==> config.mk <==
export PLATFORM = sky130hd
export DESIGN_NAME = input_undervoltage_fault_handler
export DESIGN_NICKNAME = d
export VERILOG_FILES = /design/src/uv_fault_pkg.sv /design/src/input_undervoltage_fault_handler.sv /design/src/unit_tick.sv /design/src/delay_timer.sv
export SDC_FILE = /design/constraint.sdc
export NUM_CORES = 1
export LEC_CHECK = 0
export ABC_AREA = 1
export BUFFER_PORTS_ARGS = -buffer_cell sky130_fd_sc_hd__buf_2
export CORE_MARGIN = 2
export CORE_UTILIZATION = 41
export DETAILED_ROUTE_END_ITERATION = 6
export GPL_TIMING_DRIVEN = 0
export SLEW_MARGIN = 20
export SYNTH_ARGS = -nofsm -noshare
export SYNTH_HDL_FRONTEND = slang
export SYNTH_SLANG_ARGS = --single-unit
==> constraint.sdc <==
create_clock -name clock -period 3.1 [get_ports clock]
set_input_delay 0.155 -clock clock [delete_from_list [all_inputs] [get_ports clock]]
set_output_delay 0.155 -clock clock [all_outputs]
set_load 0.03 [all_outputs]
==> src/uv_fault_pkg.sv <==
`default_nettype none
package uv_fault_pkg;
   // ****************************************
   // Command codes of the register port
   // ****************************************
   localparam logic [7:0] trip_level_code = 8'h59;
   localparam logic [7:0] reaction_config_code = 8'h5A;
   localparam logic [7:0] delay_unit_code = 8'hC8;
   localparam logic [7:0] clear_faults_code = 8'h03;

   // ****************************************
   // Field positions of the reaction configuration
   // ****************************************
   localparam int reaction_hi = 7;
   localparam int reaction_lo = 6;
   localparam int retry_hi = 5;
   localparam int retry_lo = 3;
   localparam int delay_hi = 2;
   localparam int delay_lo = 0;

   // ****************************************
   // Reaction and retry codes
   // ****************************************
   localparam logic [1:0] react_ignore = 2'h0;
   localparam logic [1:0] react_delay = 2'h1;
   localparam logic [1:0] react_retry = 2'h2;
   localparam logic [1:0] react_latch = 2'h3;
   localparam logic [2:0] retry_none = 3'h0;
   localparam logic [2:0] retry_forever = 3'h7;

   // ****************************************
   // Values after reset
   // ****************************************
   localparam logic [15:0] trip_level_reset = 16'h0000;
   localparam logic [7:0] reaction_config_reset = 8'h80;
   localparam logic [15:0] delay_unit_reset = 16'h0001;

   // ****************************************
   // Time unit base: one delay unit step in clock cycles
   // ****************************************
   localparam int clock_mhz = 10;
   localparam int unit_base_us = 1;
   localparam int unit_base_cycles = (unit_base_us * clock_mhz < 1) ? 1 :
      unit_base_us * clock_mhz;

   // Response states, Gray coded along the usual path
   typedef enum logic [2:0] {
      st_run = 3'h0,
      st_grace = 3'h1,
      st_wait = 3'h3,
      st_latched = 3'h2
   } handler_state_e;
endpackage : uv_fault_pkg
`default_nettype wire

==> src/input_undervoltage_fault_handler.sv <==
`timescale 1ns/1ps
`default_nettype none
module input_undervoltage_fault_handler
   import uv_fault_pkg::*;
#(
   parameter int base_cycles = uv_fault_pkg::unit_base_cycles
) (
   input wire logic clock,
   input wire logic rst,
   input wire logic wr_en,
   input wire logic [7:0] wr_code,
   input wire logic [15:0] wr_data,
   input wire logic [7:0] rd_code,
   input wire logic [15:0] vin_sample,
   input wire logic vin_valid,
   input wire logic output_cmd_on,
   input wire logic status_bit_clear,
   input wire logic other_fault,
   output logic [15:0] rd_data,
   output logic output_enable,
   output logic fault_flag,
   output logic fault_latched,
   output logic restart_pulse
);
   import uv_fault_pkg::*;

   // ****************************************
   // Register file
   // ****************************************
   logic [15:0] input_low_trip_level;
   logic [7:0] input_low_reaction_config;
   logic [15:0] delay_unit_len;
   logic [15:0] next_input_low_trip_level;
   logic [7:0] next_input_low_reaction_config;
   logic [15:0] next_delay_unit_len;
   logic [15:0] next_rd_data;
   logic clear_cmd;

   // Writes, reads and clear command decode
   always_comb begin
      next_input_low_trip_level = input_low_trip_level;
      next_input_low_reaction_config = input_low_reaction_config;
      next_delay_unit_len = delay_unit_len;
      clear_cmd = wr_en && (wr_code == clear_faults_code);
      if (wr_en) begin
         case (wr_code)
            trip_level_code: next_input_low_trip_level = wr_data;
            reaction_config_code: begin
               next_input_low_reaction_config = wr_data[7:0];
            end
            delay_unit_code: next_delay_unit_len = wr_data;
            default: ;
         endcase
      end
      case (rd_code)
         trip_level_code: next_rd_data = input_low_trip_level;
         reaction_config_code: begin
            next_rd_data = {8'h00, input_low_reaction_config};
         end
         delay_unit_code: next_rd_data = delay_unit_len;
         default: next_rd_data = 16'h0000;
      endcase
   end

   // Register the register file
   always_ff @(posedge clock) begin
      if (rst) begin
         input_low_trip_level <= trip_level_reset;
         input_low_reaction_config <= reaction_config_reset;
         delay_unit_len <= delay_unit_reset;
         rd_data <= 16'h0000;
      end else begin
         input_low_trip_level <= next_input_low_trip_level;
         input_low_reaction_config <= next_input_low_reaction_config;
         delay_unit_len <= next_delay_unit_len;
         rd_data <= next_rd_data;
      end
   end

   // ****************************************
   // Fault detection and command edge
   // ****************************************
   logic [1:0] reaction;
   logic [2:0] retry_code;
   logic [2:0] delay_code;
   logic uv_now;
   logic uv_hold;
   logic next_uv_hold;
   logic cmd_on_prev;
   logic cmd_on_edge;
   logic fault_clear;

   // Field split, compare and clearing sources
   always_comb begin
      reaction = input_low_reaction_config[reaction_hi:reaction_lo];
      retry_code = input_low_reaction_config[retry_hi:retry_lo];
      delay_code = input_low_reaction_config[delay_hi:delay_lo];
      next_uv_hold = uv_hold;
      if (vin_valid) begin
         next_uv_hold = (vin_sample < input_low_trip_level);
      end
      uv_now = next_uv_hold;
      cmd_on_edge = output_cmd_on && !cmd_on_prev;
      fault_clear = clear_cmd || status_bit_clear || cmd_on_edge;
   end

   // Register the detector
   always_ff @(posedge clock) begin
      if (rst) begin
         uv_hold <= 1'b0;
         cmd_on_prev <= 1'b0;
      end else begin
         uv_hold <= next_uv_hold;
         cmd_on_prev <= output_cmd_on;
      end
   end

   // ****************************************
   // Response state machine
   // ****************************************
   handler_state_e state;
   handler_state_e next_state;
   logic [2:0] tries;
   logic [2:0] next_tries;
   logic next_output_enable;
   logic next_fault_flag;
   logic next_restart_pulse;
   logic timer_start;
   logic timer_done;
   logic unit_pulse;
   logic timing;

   // After shutdown: retry or latch by retry code
   function automatic logic may_retry(input logic [2:0] code,
                                      input logic [2:0] done);
      may_retry = (code == retry_forever) || (done < code);
   endfunction : may_retry

   // Next state, attempts and outputs
   always_comb begin
      next_state = state;
      next_tries = tries;
      next_fault_flag = fault_flag;
      next_restart_pulse = 1'b0;
      timer_start = 1'b0;
      if (uv_now && reaction != react_ignore) begin
         next_fault_flag = 1'b1;
      end
      case (state)
         st_run: begin
            if (uv_now) begin
               next_tries = 3'h0;
               case (reaction)
                  react_ignore: next_state = st_run;
                  react_delay: begin
                     next_state = st_grace;
                     timer_start = 1'b1;
                  end
                  react_retry: begin
                     if (retry_code == retry_none) begin
                        next_state = st_latched;
                     end else begin
                        next_state = st_wait;
                        timer_start = 1'b1;
                     end
                  end
                  default: next_state = st_latched;
               endcase
            end
         end
         st_grace: begin
            if (timer_done) begin
               if (!uv_now) begin
                  next_state = st_run;
               end else if (retry_code == retry_none) begin
                  next_state = st_latched;
               end else begin
                  next_state = st_wait;
                  timer_start = 1'b1;
               end
            end
         end
         st_wait: begin
            if (other_fault || !output_cmd_on) begin
               next_state = st_latched;
            end else if (timer_done) begin
               next_tries = (tries == 3'h7) ? tries : tries + 3'h1;
               next_restart_pulse = 1'b1;
               if (!uv_now) begin
                  next_state = st_run;
               end else if (may_retry(retry_code, next_tries)) begin
                  timer_start = 1'b1;
               end else begin
                  next_state = st_latched;
               end
            end
         end
         st_latched: begin
            if (fault_clear) begin
               next_state = st_run;
            end
         end
         default: next_state = st_run;
      endcase
      if (fault_clear && !uv_now) begin
         next_fault_flag = 1'b0;
      end
      next_output_enable = output_cmd_on &&
         (next_state == st_run || next_state == st_grace);
   end

   // Register the state machine
   always_ff @(posedge clock) begin
      if (rst) begin
         state <= st_run;
         tries <= 3'h0;
         output_enable <= 1'b0;
         fault_flag <= 1'b0;
         fault_latched <= 1'b0;
         restart_pulse <= 1'b0;
      end else begin
         state <= next_state;
         tries <= next_tries;
         output_enable <= next_output_enable;
         fault_flag <= next_fault_flag;
         fault_latched <= (next_state == st_latched);
         restart_pulse <= next_restart_pulse;
      end
   end

   // Unit divider runs only while a delay is pending
   assign timing = (state == st_grace) || (state == st_wait);

   // ****************************************
   // Delay timing
   // ****************************************
   unit_tick #(.base_cycles(base_cycles)) u_tick (
      .clock(clock),
      .rst(rst),
      .run(timing),
      .unit_len(delay_unit_len),
      .tick(unit_pulse)
   );

   delay_timer u_timer (
      .clock(clock),
      .rst(rst),
      .start(timer_start),
      .tick(unit_pulse),
      .code(delay_code),
      .expired(timer_done)
   );

   // ****************************************
   // Checks
   // ****************************************
   ignore_runs_a: assert property (@(posedge clock) disable iff (rst)
      (state == st_run && reaction == react_ignore && output_cmd_on)
      |=> output_enable)
      else $error("output dropped under ignore reaction");
   retry_off_a: assert property (@(posedge clock) disable iff (rst)
      (state == st_run && uv_now && reaction == react_retry)
      |=> !output_enable)
      else $error("output not disabled on fault");
   latch_off_a: assert property (@(posedge clock) disable iff (rst)
      (state == st_latched) |-> !output_enable)
      else $error("output on while latched");
   clear_run_a: assert property (@(posedge clock) disable iff (rst)
      (state == st_latched && fault_clear) |=> state == st_run)
      else $error("clear did not release latch");
   no_retry_a: assert property (@(posedge clock) disable iff (rst)
      (state == st_run && uv_now && reaction == react_retry &&
       retry_code == retry_none) |=> fault_latched)
      else $error("no retry code did not latch");
   grace_on_a: assert property (@(posedge clock) disable iff (rst)
      (state == st_run && uv_now && reaction == react_delay &&
       output_cmd_on) |=> (state == st_grace && output_enable))
      else $error("delay reaction not keeping output on");
   detect_a: assert property (@(posedge clock) disable iff (rst)
      (vin_valid && vin_sample < input_low_trip_level &&
       reaction != react_ignore) |=> fault_flag)
      else $error("fault not flagged");
   tries_cap_a: assert property (@(posedge clock) disable iff (rst)
      (state == st_wait && retry_code != retry_forever)
      |-> tries < retry_code)
      else $error("too many restart attempts");
   level_rd_a: assert property (@(posedge clock) disable iff (rst)
      (wr_en && wr_code == trip_level_code) ##1 (rd_code == trip_level_code)
      |=> rd_data == $past(wr_data, 2))
      else $error("trip level readback wrong");
endmodule : input_undervoltage_fault_handler
`default_nettype wire

==> src/unit_tick.sv <==
`timescale 1ns/1ps
`default_nettype none
module unit_tick #(
   parameter int base_cycles = 10
) (
   input wire logic clock,
   input wire logic rst,
   input wire logic run,
   input wire logic [15:0] unit_len,
   output logic tick
);
   logic [15:0] base_cnt;
   logic [15:0] next_base_cnt;
   logic [15:0] unit_cnt;
   logic [15:0] next_unit_cnt;
   logic next_tick;
   logic base_end;
   logic unit_end;

   // ****************************************
   // Two stage divider: base step, then unit length
   // ****************************************
   always_comb begin
      base_end = (base_cnt == 16'(base_cycles - 1));
      unit_end = (unit_cnt + 16'h0001 >= unit_len);
      next_base_cnt = base_cnt;
      next_unit_cnt = unit_cnt;
      next_tick = 1'b0;
      if (!run) begin
         next_base_cnt = 16'h0000;
         next_unit_cnt = 16'h0000;
      end else if (base_end) begin
         next_base_cnt = 16'h0000;
         if (unit_end) begin
            next_unit_cnt = 16'h0000;
            next_tick = 1'b1;
         end else begin
            next_unit_cnt = unit_cnt + 16'h0001;
         end
      end else begin
         next_base_cnt = base_cnt + 16'h0001;
      end
   end

   // Register the divider
   always_ff @(posedge clock) begin
      if (rst) begin
         base_cnt <= 16'h0000;
         unit_cnt <= 16'h0000;
         tick <= 1'b0;
      end else begin
         base_cnt <= next_base_cnt;
         unit_cnt <= next_unit_cnt;
         tick <= next_tick;
      end
   end
endmodule : unit_tick
`default_nettype wire

==> src/delay_timer.sv <==
`timescale 1ns/1ps
`default_nettype none
module delay_timer (
   input wire logic clock,
   input wire logic rst,
   input wire logic start,
   input wire logic tick,
   input wire logic [2:0] code,
   output logic expired
);
   logic [7:0] remain;
   logic [7:0] next_remain;
   logic busy;
   logic next_busy;
   logic next_expired;

   // Power of two unit count from a 3-bit code
   function automatic logic [7:0] units_of(input logic [2:0] c);
      units_of = 8'h01 << c;
   endfunction : units_of

   // ****************************************
   // Counts units down; one pulse at the end
   // ****************************************
   always_comb begin
      next_remain = remain;
      next_busy = busy;
      next_expired = 1'b0;
      if (start) begin
         next_remain = units_of(code);
         next_busy = 1'b1;
      end else if (busy && tick) begin
         if (remain == 8'h01) begin
            next_busy = 1'b0;
            next_expired = 1'b1;
         end
         next_remain = remain - 8'h01;
      end
   end

   // Register the timer
   always_ff @(posedge clock) begin
      if (rst) begin
         remain <= 8'h00;
         busy <= 1'b0;
         expired <= 1'b0;
      end else begin
         remain <= next_remain;
         busy <= next_busy;
         expired <= next_expired;
      end
   end
endmodule : delay_timer
`default_nettype wire

After elaboration in Yosys (flattened, before gate mapping)
Index checks and enable logic that the tools add are counted.

Logic and storage cells: 122. Input bits: 55. Bits in registers: 111. Output and inout port bits: 20.

Eq/ne operators: 21. Bitwise operators: 4. Reductions and logical operators: 34. $add $sub $neg: 4. Muxes and demuxes: 37. Order comparisons: 3. Shifts and indexed selects: 1.

Operators by type and width (count): 16-bit one-hot mux with 3 select lines (1); 3-bit two-way mux (12); 16-bit by 1-bit adder with 16-bit output, second input constant (2); 8-bit by 7-bit equality test with 1-bit output, second input constant (4); 16-bit by 4-bit equality test with 1-bit output, second input constant (1); 8-bit equality test, second input constant (2); 16-bit >= comparator (1); 16-bit less-than comparator (1); 1-bit two-way mux (16); 16-bit two-way mux (1); 8-bit two-way mux (2); 3-bit one-hot mux with 4 select lines (1); 3-bit OR reduction (4); 3-bit by 2-bit equality test with 1-bit output, second input constant (3); 3-bit logical NOT (3); 8-bit by 1-bit equality test with 1-bit output, second input constant (1); 8-bit by 2-bit equality test with 1-bit output, second input constant (1); 2-bit AND reduction (4); 2-bit nonzero test (4); 1-bit by 3-bit left shift with 8-bit output, first input constant (1); 8-bit by 1-bit subtractor with 8-bit output, second input constant (1); 3-bit by 1-bit equality test with 1-bit output, second input constant (2); 3-bit equality test, second input constant (2); 1-bit logical AND (6); 16 further kinds (28).

Longest topological paths before layout
Gate-level depths: netlist of the first run.

Depth in word-level cells: 12. Gate-level depth with buffers: 19. Gate-level depth less buffers: 18.

Modules after synthesis
Synthesis of the first run repeated with hierarchy kept, for this count alone.

Cells, all modules: 890. Area, all modules: 6313.6 µm².

By module, submodules not included: input_undervoltage_fault_handler (cells an instance 451, instances 1, seq. area each 1361.3 µm², area each 3353.2 µm²); unit_tick (cells an instance 343, instances 1, seq. area each 660.6 µm², area each 2326.0 µm²); delay_timer (cells an instance 96, instances 1, seq. area each 200.2 µm², area each 634.4 µm²).

Worst setup path after synthesis of the first run
Ideal clock, no wire load.

Path type: register -> register. Start point: register u_tick.unit_cnt[0]. End point: register u_tick.unit_cnt[10]. Path slack: 0.380 ns. Buffers on the path: 1. Library setup time: 0.074 ns. Period minus slack after synthesis: 2.720 ns. Data arrival time: 2.646 ns. Required time: 3.026 ns. Stages on the path, launching flop included: 20. Cell sequence: dfxtp_1 ha_1 nand2_1 nor2_1 nand2_1 nor3_2 nand3_1 o21ai_0 nor2b_1 ha_1 nand2_1 inv_1 nand3_1 inv_1 a21oi_1 nand3_1 nor3_1 buf_2 nand2_1 o21ai_0.

Word-level cells in the longest chain between the ends: 3.

Ends and longest elaborated chain: start, declared (RTL line unit_tick.sv:14) `logic [15:0] unit_cnt;`; start signal, assigned (RTL line unit_tick.sv:53) `unit_cnt <= next_unit_cnt;`; 16-bit by 1-bit adder with 16-bit output * (RTL line unit_tick.sv:25, unit_tick.sv:38); 16-bit >= comparator (RTL line unit_tick.sv:25) `unit_end = (unit_cnt + 16'h0001 >= unit_len);`; 16-bit two-way mux * (RTL line unit_tick.sv:34) `if (unit_end) begin`.

Mark *: on every way between the ends. The rest lies on a longest branch, timed or not. A chain may end at the register's enable or synchronous reset.

Final worst setup path of the first run
Start point: register u_tick.unit_cnt[0]. End point: register u_tick.unit_cnt[9].

The elaborated chain is that of the path after synthesis.

==> metrics.md, run 1 <==
| Metric | Value |
|---|---|
| Final worst-path cycle share | 0.942 |
| Antenna-violating nets left | 0 |
| Endpoint, Worst Hold | input_low_trip_level[12]$_SDFFE_PP0P_ |
| Kind of end point of the critical path | flop |
| Area Growth Syn to Fin | 16.9% |
| Effective utilization at floorplan | 0.421 |
| Critical Setup Path Class | flop to flop |
| Boundary Pins | 75 |
| Distinct cells, synth | 40 |
| Clock tree from TritonCTS | yes |
| Routed length on met1 | ~7.0 mm |
| Path class of the lowest-slack min-delay path | primary input to flop |
| Transition time at the pin with the least slew margin | between 0.5 and 0.6 ns |
| Total power draw | 2.75 mW |
| Initial antenna violation count | 0 |
| Most instantiated library cell after synthesis | nand2_1 |
| Power density relative to cell area | between 400 and 500 mW/mm2 |
| Area of the die | 0.0153 mm2 |
| Total of max-cap violations | 0 |
| Max Transition Viols Final | 0 |
| CP startpoint kind | flop |
| Count of H-tree levels built during CTS | 3 |
| Main area contributors after synthesis | dfxtp_1, nand2_1, ha_1, inv_1, a21oi_1 |
| Row count | 43 |
| Total number of clock tree sinks | approximately 110 |
| Run status | completed |
| Summed instance area of the synthesized netlist | approximately 0.006 mm2 |
| Insertion delay of the later-clocked pin in the worst-skew pair | 0.36 ns |
| Startpoint of the most critical hold path | wr_data[12] |
| Register-to-Register Path Depth | 19 |
| Sequential share of the synthesized area | 0.378 |
| Yosys synthesis warning count | 0 |
| Weighted congestion reported at the end of routability-driven placement | ~0.85 |
| Vert. Die Dim | ~120 um |
| Leakage power summed over all cells | 3.05 nW |
| Library cell occupying the most area in the post-synthesis netlist | dfxtp_1 |
| Share of post-route cells with drive strength above 1 | 0.147 |
| Library cell used as clock root buffer | clkbuf_16 |
| Half-perimeter wire length after detailed placement | 11.1 mm |
| Total setup violations reported at the end of the flow | 0 |
| Highest layer used for signal routing | met4 |
| Vias in the first global route | between 5k and 6k |
| Max clock buf depth | 2 |
| Final critical delay including setup and external delays | a little under 3 ns |
| Required time reported for the critical path endpoint | approximately 3.4 ns |
| Max-slew headroom at the worst pin | 0.603 |
| Routed length on met3 | 550 um |
| Register-to-register setup slack | approximately 0.18 ns |
| Number of cells produced by synthesis | 829 |
| Most used DFF post-synth | dfxtp_1 |
| IO Port Bufs | 73 |
| Number of enable-type register cells in the synthesized netlist | 0 |
| FF-to-FF Start | u_tick.unit_cnt[0]$_SDFFE_PP0N_ |
| Starting DRC count in detailed routing | 335 |
| Skew final | about 0.0095 ns |
| Per-cell via count in the routed design | just under 5 |
| Final hold viol count | 0 |
| Post-Syn Area per Cell | 7.08 um2 |
| Diodes inserted | 0 |
| Finished Core Util | 0.493 |
| Mapped Nets | between 900 and 1k |
| Maximum number of pins on one net before global-route repair | 18 |
| Clk pin slew, worst setup/hold paths | roughly 0.07 ns |
| Core area | roughly 0.014 mm2 |
| Detailed-route wire length | ~14 mm |
| Grt ovf | 0 |
| Min-Delay Path Depth | 3 |
| Number of buffers inserted during clock tree synthesis | 9 |
| Flip-flop and latch count after synthesis | roughly 110 |
| Iteration count of the initial detailed-routing pass | 6 |
| Share of flip-flops with an asynchronous set or reset after synthesis | 0 |
| Via count | 5365 |
| Drc violations | 0 |
| Worst Hold Slack | around 0.04 ns |
| Most frequent cells after synthesis | nand2_1, inv_1, dfxtp_1, a21oi_1, o21ai_0 |
| Total of fill cells in the finished design | 1473 |
| Worst EP arrival | about 3.2 ns |
| Worst supply voltage drop on vdd | 0.277 mV |
| Global-route wire length before repair | approximately 24 mm |
| Die Width | 124 um |
| Wire length on met2 | between 6 and 7 mm |
| Crit path max fanout | 5 |
| Reg-to-Reg End | u_tick.unit_cnt[9]$_SDFFE_PP0N_ |
| Max Clock Freq | around 0.34 GHz |
| Total number of nets in the final design | 1014 |
| Overall track demand over capacity in global routing | 0.202 |
| Area share of the largest cell type after synthesis | 0.378 |
| Post-DR wirelength/cell | between 10 and 15 um |
-- where the power goes --
group	internal (mW)	switching (mW)	total (mW)
Combinational	0.0640	0.0940	0.158
Sequential	1.43	0.00507	1.44
Clock	0.622	0.535	1.16
-- stage by stage --
step	setup slack, ns	instance area [um2]	cells	TNS [ns]
floorplan	0.380	5870	829	0
global placement	-0.240	6460	1082	-2.29
detailed placement	-0.258	6460	1082	-2.48
CTS	0.0189	6780	1099	0
global route	-0.0631	6870	1101	-0.516
finish	0.179	6870	1101	0
-- final cells by class --
cell class	count	area, um2	share of cell area
multi-input cells	556	3100	0.451
flip-flops and latches	111	2220	0.324
inverters	140	526	0.0765
repair buffers	76	388	0.0565
clock buffers	9	225	0.0328
well taps	180	225	0.0328
plain buffers	22	119	0.0173
clock inverters	7	63.8	0.00929
-- per-layer routing --
| layer | vias to the layer above | global-route usage |
|---|---|---|
| met5 | - | 0 |
| li1 | 2861 | - |
| met2 | 96 | 0.338 |
| met1 | 2397 | 0.269 |
| met4 | 0 | 0.0398 |
| met3 | 11 | 0.0444 |
-- sequential cells by signal (all words and copies together) (netlist names), 3 cells and up --
signal and cells:
delay_unit_len 16, input_low_reaction_config 8, input_low_trip_level 16, rd_data 16
state 3, tries 3, u_tick.base_cnt 16, u_tick.unit_cnt 16
u_timer.remain 8
-- cells by family (layout without fill, tap and decap cells) --
| kind of cell | count (synthesis) | after routing | share of synthesized area |
|---|---|---|---|
| flops | 111 | 111 | 0.378 |
| fa+ha+maj | 43 | 43 | 0.0916 |
| mux | 1 | 1 | 0.00192 |
| simple gates | 322 | 322 | 0.241 |
| other cells | 1 | 1 | 0.000639 |
| buf+inv | 162 | 254 | 0.109 |
| xor+xnor | 14 | 14 | 0.0209 |
| compound gates | 175 | 175 | 0.157 |
-- cell usage in the layout (no fill, tap or decap), drive strengths merged, types with 5 or more instances in the layout --
master and count:
clkinv 8, o21ai 71, buf 83, nor3 36, nand4 5, inv 138
ha 43, dfxtp 111, nand3 42, a21oi 84, nand2 165, nor4 9
nor2 61, xor2 13, a31oi 6, clkbuf 24
-- worst max-delay path, cell delays in order, from the launching register on --
cell and delay, ns:
dfxtp_2 0.35, ha_1 0.19, nand2_1 0.10, nor2_4 0.12, nand2_2 0.10, nor3_4 0.21
nand3_2 0.16, o21ai_1 0.17, nor2b_4 0.18, ha_1 0.23, nand2_1 0.07, inv_1 0.04
nand3_1 0.09, inv_1 0.07, a21oi_2 0.14, nand3_2 0.12, nor3_4 0.19, buf_4 0.19
nand2_1 0.05, o21ai_0 0.07
-- worst max-delay path by stage --
stage	start	end	slack [ns]	cells past startpoint
5_1_grt	u_tick.unit_cnt[4]$_SDFFE_PP0N_	u_tick.unit_cnt[1]$_SDFFE_PP0N_	-0.06	18
2_1_floorplan	u_tick.unit_cnt[0]$_SDFFE_PP0N_	u_tick.unit_cnt[10]$_SDFFE_PP0N_	0.38	19
3_5_place_dp	u_tick.unit_cnt[0]$_SDFFE_PP0N_	u_tick.unit_cnt[7]$_SDFFE_PP0N_	-0.26	19
6_report	u_tick.unit_cnt[0]$_SDFFE_PP0N_	u_tick.unit_cnt[9]$_SDFFE_PP0N_	0.18	19
3_3_place_gp	u_tick.unit_cnt[0]$_SDFFE_PP0N_	u_tick.unit_cnt[11]$_SDFFE_PP0N_	-0.24	19
4_1_cts	u_tick.unit_cnt[0]$_SDFFE_PP0N_	u_tick.unit_cnt[7]$_SDFFE_PP0N_	0.02	19
-- timing repair --
action | 4_1_cts | 5_1_grt
gates resized for setup | 5 | 17
buffers inserted | 1 | 1
pin swaps | 1 | 4
gates cloned | 0 | 1
setup endpoints to repair | 11 | 16
hold buffers | 0 | 0
No activity file was read; power rests on OpenSTA's default activity.
==> run 2: changes to the inputs <==
--- a/config.mk
+++ b/config.mk
@@ -5,7 +5,6 @@
 export SDC_FILE = /design/constraint.sdc
 export NUM_CORES = 1
 export LEC_CHECK = 0
-export ABC_AREA = 1
 export BUFFER_PORTS_ARGS = -buffer_cell sky130_fd_sc_hd__buf_2
 export CORE_MARGIN = 2
 export CORE_UTILIZATION = 41
==> run 2 against run 1 <==
  * Worst hold slack improved by 0.014 ns
  * Global-route usage rose by 0.37 points
  * Critical endpoint is now u_tick.unit_cnt[14]$_SDFFE_PP0N_
  * Wire length rose by 4.4%
  * First-iteration DRC count fell by 28%
  * Critical path depth fell by 7
==> metrics.md, run 2 <==
| Metric | Value |
|---|---|
| Run status | completed |
| Final hold viol count | 0 (unchanged) |
| Register-to-Register Path Depth | 12 (-7) |
| Count of hold-fix buffers inserted at cts | 0 (unchanged) |
| Vias in the first global route | 4993 (-1.8%) |
| Most frequent cells after synthesis | dfxtp_1, nor2_1, nand2_1, inv_1, ha_1 |
| Global-route wire length before repair | 24.3 mm (-0.17%) |
| FF-to-FF Start | u_tick.unit_cnt[3]$_SDFFE_PP0N_ |
| Weighted congestion reported at the end of routability-driven placement | 0.809 (-4.9%) |
| Max clock buf depth | 2 (unchanged) |
| Share of total power consumed by net switching | 0.213 (-0.0177) |
| Crit path max fanout | 4 (-1) |
| Net switching power of the design | 614 uW (-3.2%) |
| Kind of end point of the critical path | flop |
| Placed insts | 917 (-15%) |
| Sequential share of the synthesized area | 0.379 (+0.000403) |
| Chain of cells forming the critical path | and3_4, nand4_1, or3_1, and2_4, or2_4, ha_4, nand4_1, nor3_4, a2111oi_4, buf_4, a21o_1, a22o_2 |
| Max Clock Freq | 0.325 GHz (-5.0%) |
| Total setup violations reported at the end of the flow | 0 (unchanged) |
| Overall track demand over capacity in global routing | 0.206 (+0.00368) |
| Detailed-route wire length | 14.9 mm (+4.4%) |
| Top delay family on crit path | simple AND/OR/NAND/NOR gates |
| Yosys synthesis warning count | 0 (unchanged) |
| Number of buffer and inverter instances along the worst setup path | 1 (-2) |
| IO Port Bufs | 73 (unchanged) |
| Effective utilization at floorplan | 0.421 (-0.000449) |
| Final worst-path cycle share | 0.992 (+0.0493) |
| Antenna-violating nets left | 0 (unchanged) |
| Share of flip-flops with an asynchronous set or reset after synthesis | 0 (unchanged) |
| Most common cell type on the critical path | nand4_1 |
| Startpoint of the most critical hold path | wr_data[8] |
| Min-Delay Path Depth | 3 (unchanged) |
| Distinct cells, synth | 61 (+53%) |
| Commonest cells after routing, fill and taps aside | dfxtp_1, nor2_1, buf_2 |
| Core area | 0.0139 mm2 (unchanged) |
| Most instantiated library cell after synthesis | dfxtp_1 |
| Most common cell after layout, fill and taps aside | dfxtp_1 |
| Combinational share of power | 0.049 (-0.008) |
| Path class of the lowest-slack min-delay path | primary input to flop |
| Die Width | 124 um (about the same) |
| Area Growth Syn to Fin | 20.5% |
| Diodes inserted | 0 (unchanged) |
| Post-Syn Area per Cell | 8.84 um2 (+25%) |
| CP max stage delay | 0.43 ns (+0.08 ns) |
| Share of post-route cells with drive strength above 1 | 0.223 (+0.0768) |
| Half-perimeter wire length after detailed placement | 11.4 mm (+2.8%) |
| Portion of total power attributed to sequential cells | 0.496 (-0.026) |
| Count of H-tree levels built during CTS | 3 (unchanged) |
| Main area contributors after synthesis | dfxtp_1, ha_1, mux2i_1, nor2_1, nand2_1 |
| Clk pin slew, worst setup/hold paths | 0.07 ns (about the same) |
| Boundary Pins | 75 (unchanged) |
| Post-route non-filler standard cell count | 950 (-14%) |
| Number of cells produced by synthesis | 664 (-20%) |
| Area share of the largest cell type after synthesis | 0.379 (+0.000403) |
| Number of enable-type register cells in the synthesized netlist | 0 (unchanged) |
| CP startpoint kind | flop |
| Insertion delay of the later-clocked pin in the worst-skew pair | 0.36 ns (about the same) |
| Max-slew headroom at the worst pin | 0.428 (-0.175) |
| Mapped Nets | 762 (-18%) |
| Summed instance area of the synthesized netlist | 0.00587 mm2 (-0.11%) |
| Most used DFF post-synth | dfxtp_1 |
| Critical Setup Path Class | flop to flop |
| Max Transition Viols Final | 0 (unchanged) |
| Power density relative to cell area | 409 mW/mm2 (+1.9%) |
| Maximum number of pins on one net before global-route repair | 17 (-1) |
| Flip-flop and latch count after synthesis | 111 (unchanged) |
| Final critical delay including setup and external delays | 3.07 ns (+0.153 ns) |
| Starting DRC count in detailed routing | 242 (-28%) |
| Total of max-cap violations | 0 (unchanged) |
| Total number of clock tree sinks | 111 (unchanged) |
| Leakage power summed over all cells | 3.09 nW (+1.3%) |
| Total number of nets in the final design | 864 (-15%) |
| Worst EP arrival | 3.32 ns (+0.12 ns) |
| Clock tree from TritonCTS | yes |
| Library cell used as clock root buffer | clkbuf_16 |
| Transition time at the pin with the least slew margin | 0.856 ns (+0.263 ns) |
| Post-DR wirelength/cell | 15.7 um (+21%) |
| Register-to-register setup slack | 0.03 ns (-0.15 ns) |
| Number of buffers inserted during clock tree synthesis | 9 (unchanged) |
| Initial antenna violation count | 0 (unchanged) |
| Reg-to-Reg End | u_tick.unit_cnt[14]$_SDFFE_PP0N_ |
| Iteration count of the initial detailed-routing pass | 5 (-1) |
| Vert. Die Dim | 124 um (about the same) |
| Worst supply voltage drop on vdd | 0.259 mV (-6.5%) |
| Skew final | 0.0104 ns (+0.000839 ns) |
| Grt ovf | 0 (unchanged) |
| Finished Core Util | 0.507 (+0.0144) |
| Setup repair after global routing missed its margin | yes |
| Endpoint, Worst Hold | input_low_trip_level[8]$_SDFFE_PP0P_ |
| Required time reported for the critical path endpoint | 3.34 ns (-0.04 ns) |
| Row count | 43 (unchanged) |
| Library cell occupying the most area in the post-synthesis netlist | dfxtp_1 |
| Per-cell via count in the routed design | 5.27 (+8.2%) |
| Clock group share of total power | 0.455 (+0.035) |
| Area of the die | 0.0153 mm2 (-0.11%) |
| Via count | 5007 (-6.7%) |
| Critical Path Slowest Stage Cell | or3_1 |
| Drc violations | 0 (unchanged) |
| Internal power consumption | 2.27 mW (+7.3%) |
-- run 2: cell types whose count changed after synthesis, sizes merged, moves of 17 or more --
| cell | before | now |
|---|---|---|
| a21oi | 84 | 21 |
| inv | 138 | 44 |
| mux2i | 0 | 41 |
| nand2 | 165 | 45 |
| nor2 | 61 | 92 |
| nor3 | 36 | 19 |
| o21ai | 71 | 17 |
-- run 2: final cells by class --
type / count / area [um2]
Sequential cell: 111 / 2230
Clock buffer: 11 / 233
Tap cell: 180 / 225
Fill cell: 1310 / 6870
Clock inverter: 4 / 95.1
Inverter: 44 / 165
Buffer: 22 / 105
Multi-Input combinational cell: 487 / 3510
Timing Repair Buffer: 91 / 504
-- run 2: power groups by stage --
| stage | clock, mW | combinational, mW | sequential [mW] |
|---|---|---|---|
| 2_1_floorplan | 0 | 0.0637 | 1.47 |
| 3_3_place_gp | 0 | 0.138 | 1.47 |
| 3_5_place_dp | 0 | 0.141 | 1.47 |
| 4_1_cts | 1.33 | 0.142 | 1.43 |
| 5_1_grt | 1.39 | 0.155 | 1.43 |
| 6_report | 1.31 | 0.142 | 1.43 |
-- run 2: repair_timing --
item | CTS | global route
setup buffers | 14 | 9
hold endpoints to repair | 0 | 0
gates cloned | 1 | 0
gates resized for setup | 23 | 12
setup endpoints to repair | 17 | 16
pin swaps | 12 | 25
-- run 2: worst max-delay path by stage --
stage	start	cells after the start	endpoint
6_report	u_tick.unit_cnt[3]$_SDFFE_PP0N_	12	u_tick.unit_cnt[14]$_SDFFE_PP0N_
3_5_place_dp	u_tick.unit_cnt[2]$_SDFFE_PP0N_	13	u_tick.unit_cnt[13]$_SDFFE_PP0N_
2_1_floorplan	u_tick.unit_cnt[0]$_SDFFE_PP0N_	13	u_tick.unit_cnt[11]$_SDFFE_PP0N_
3_3_place_gp	u_tick.unit_cnt[2]$_SDFFE_PP0N_	13	u_tick.unit_cnt[11]$_SDFFE_PP0N_
4_1_cts	u_tick.unit_cnt[0]$_SDFFE_PP0N_	14	u_tick.unit_cnt[14]$_SDFFE_PP0N_
5_1_grt	u_tick.unit_cnt[3]$_SDFFE_PP0N_	12	u_tick.unit_cnt[14]$_SDFFE_PP0N_
-- run 2: cells by family after synthesis --
group / count (synthesis) / share of synthesized area
and+or+nand+nor: 275 / 0.236
DFF: 111 / 0.379
AOI/OAI and AO/OA: 99 / 0.135
buffers and inverters: 66 / 0.0454
adders and majority gates: 43 / 0.0917
muxes: 43 / 0.0738
xor gates and xnor gates: 26 / 0.0388
other: 1 / 0.000639
-- run 2: metal layers --
metal	track usage	vias to the layer above	wire length (um)
met4	0.0689	0	282
met3	0.0385	21	477
met5	0	-	0
li1	-	2517	-
met2	0.372	77	7560
met1	0.245	2392	6590
-- run 2: through the flow --
step	setup slack [ns]	area [um2]	power (mW)	hold slack (ns)	setup TNS (ns)
2_1_floorplan	0.0186	5870	1.53	0.280	0
3_3_place_gp	-0.431	6460	1.60	0.411	-6.13
3_5_place_dp	-0.477	6460	1.61	0.419	-6.76
4_1_cts	0.00625	7050	2.90	0.0488	0
5_1_grt	-0.113	7070	2.98	0.0658	-0.726
6_report	0.0259	7070	2.89	0.0538	0
-- run 2: tightest hold or removal path, cell delays in order --
cell and delay [ns]:
buf_2 0.09, mux2i_1 0.06, nor2_1 0.07
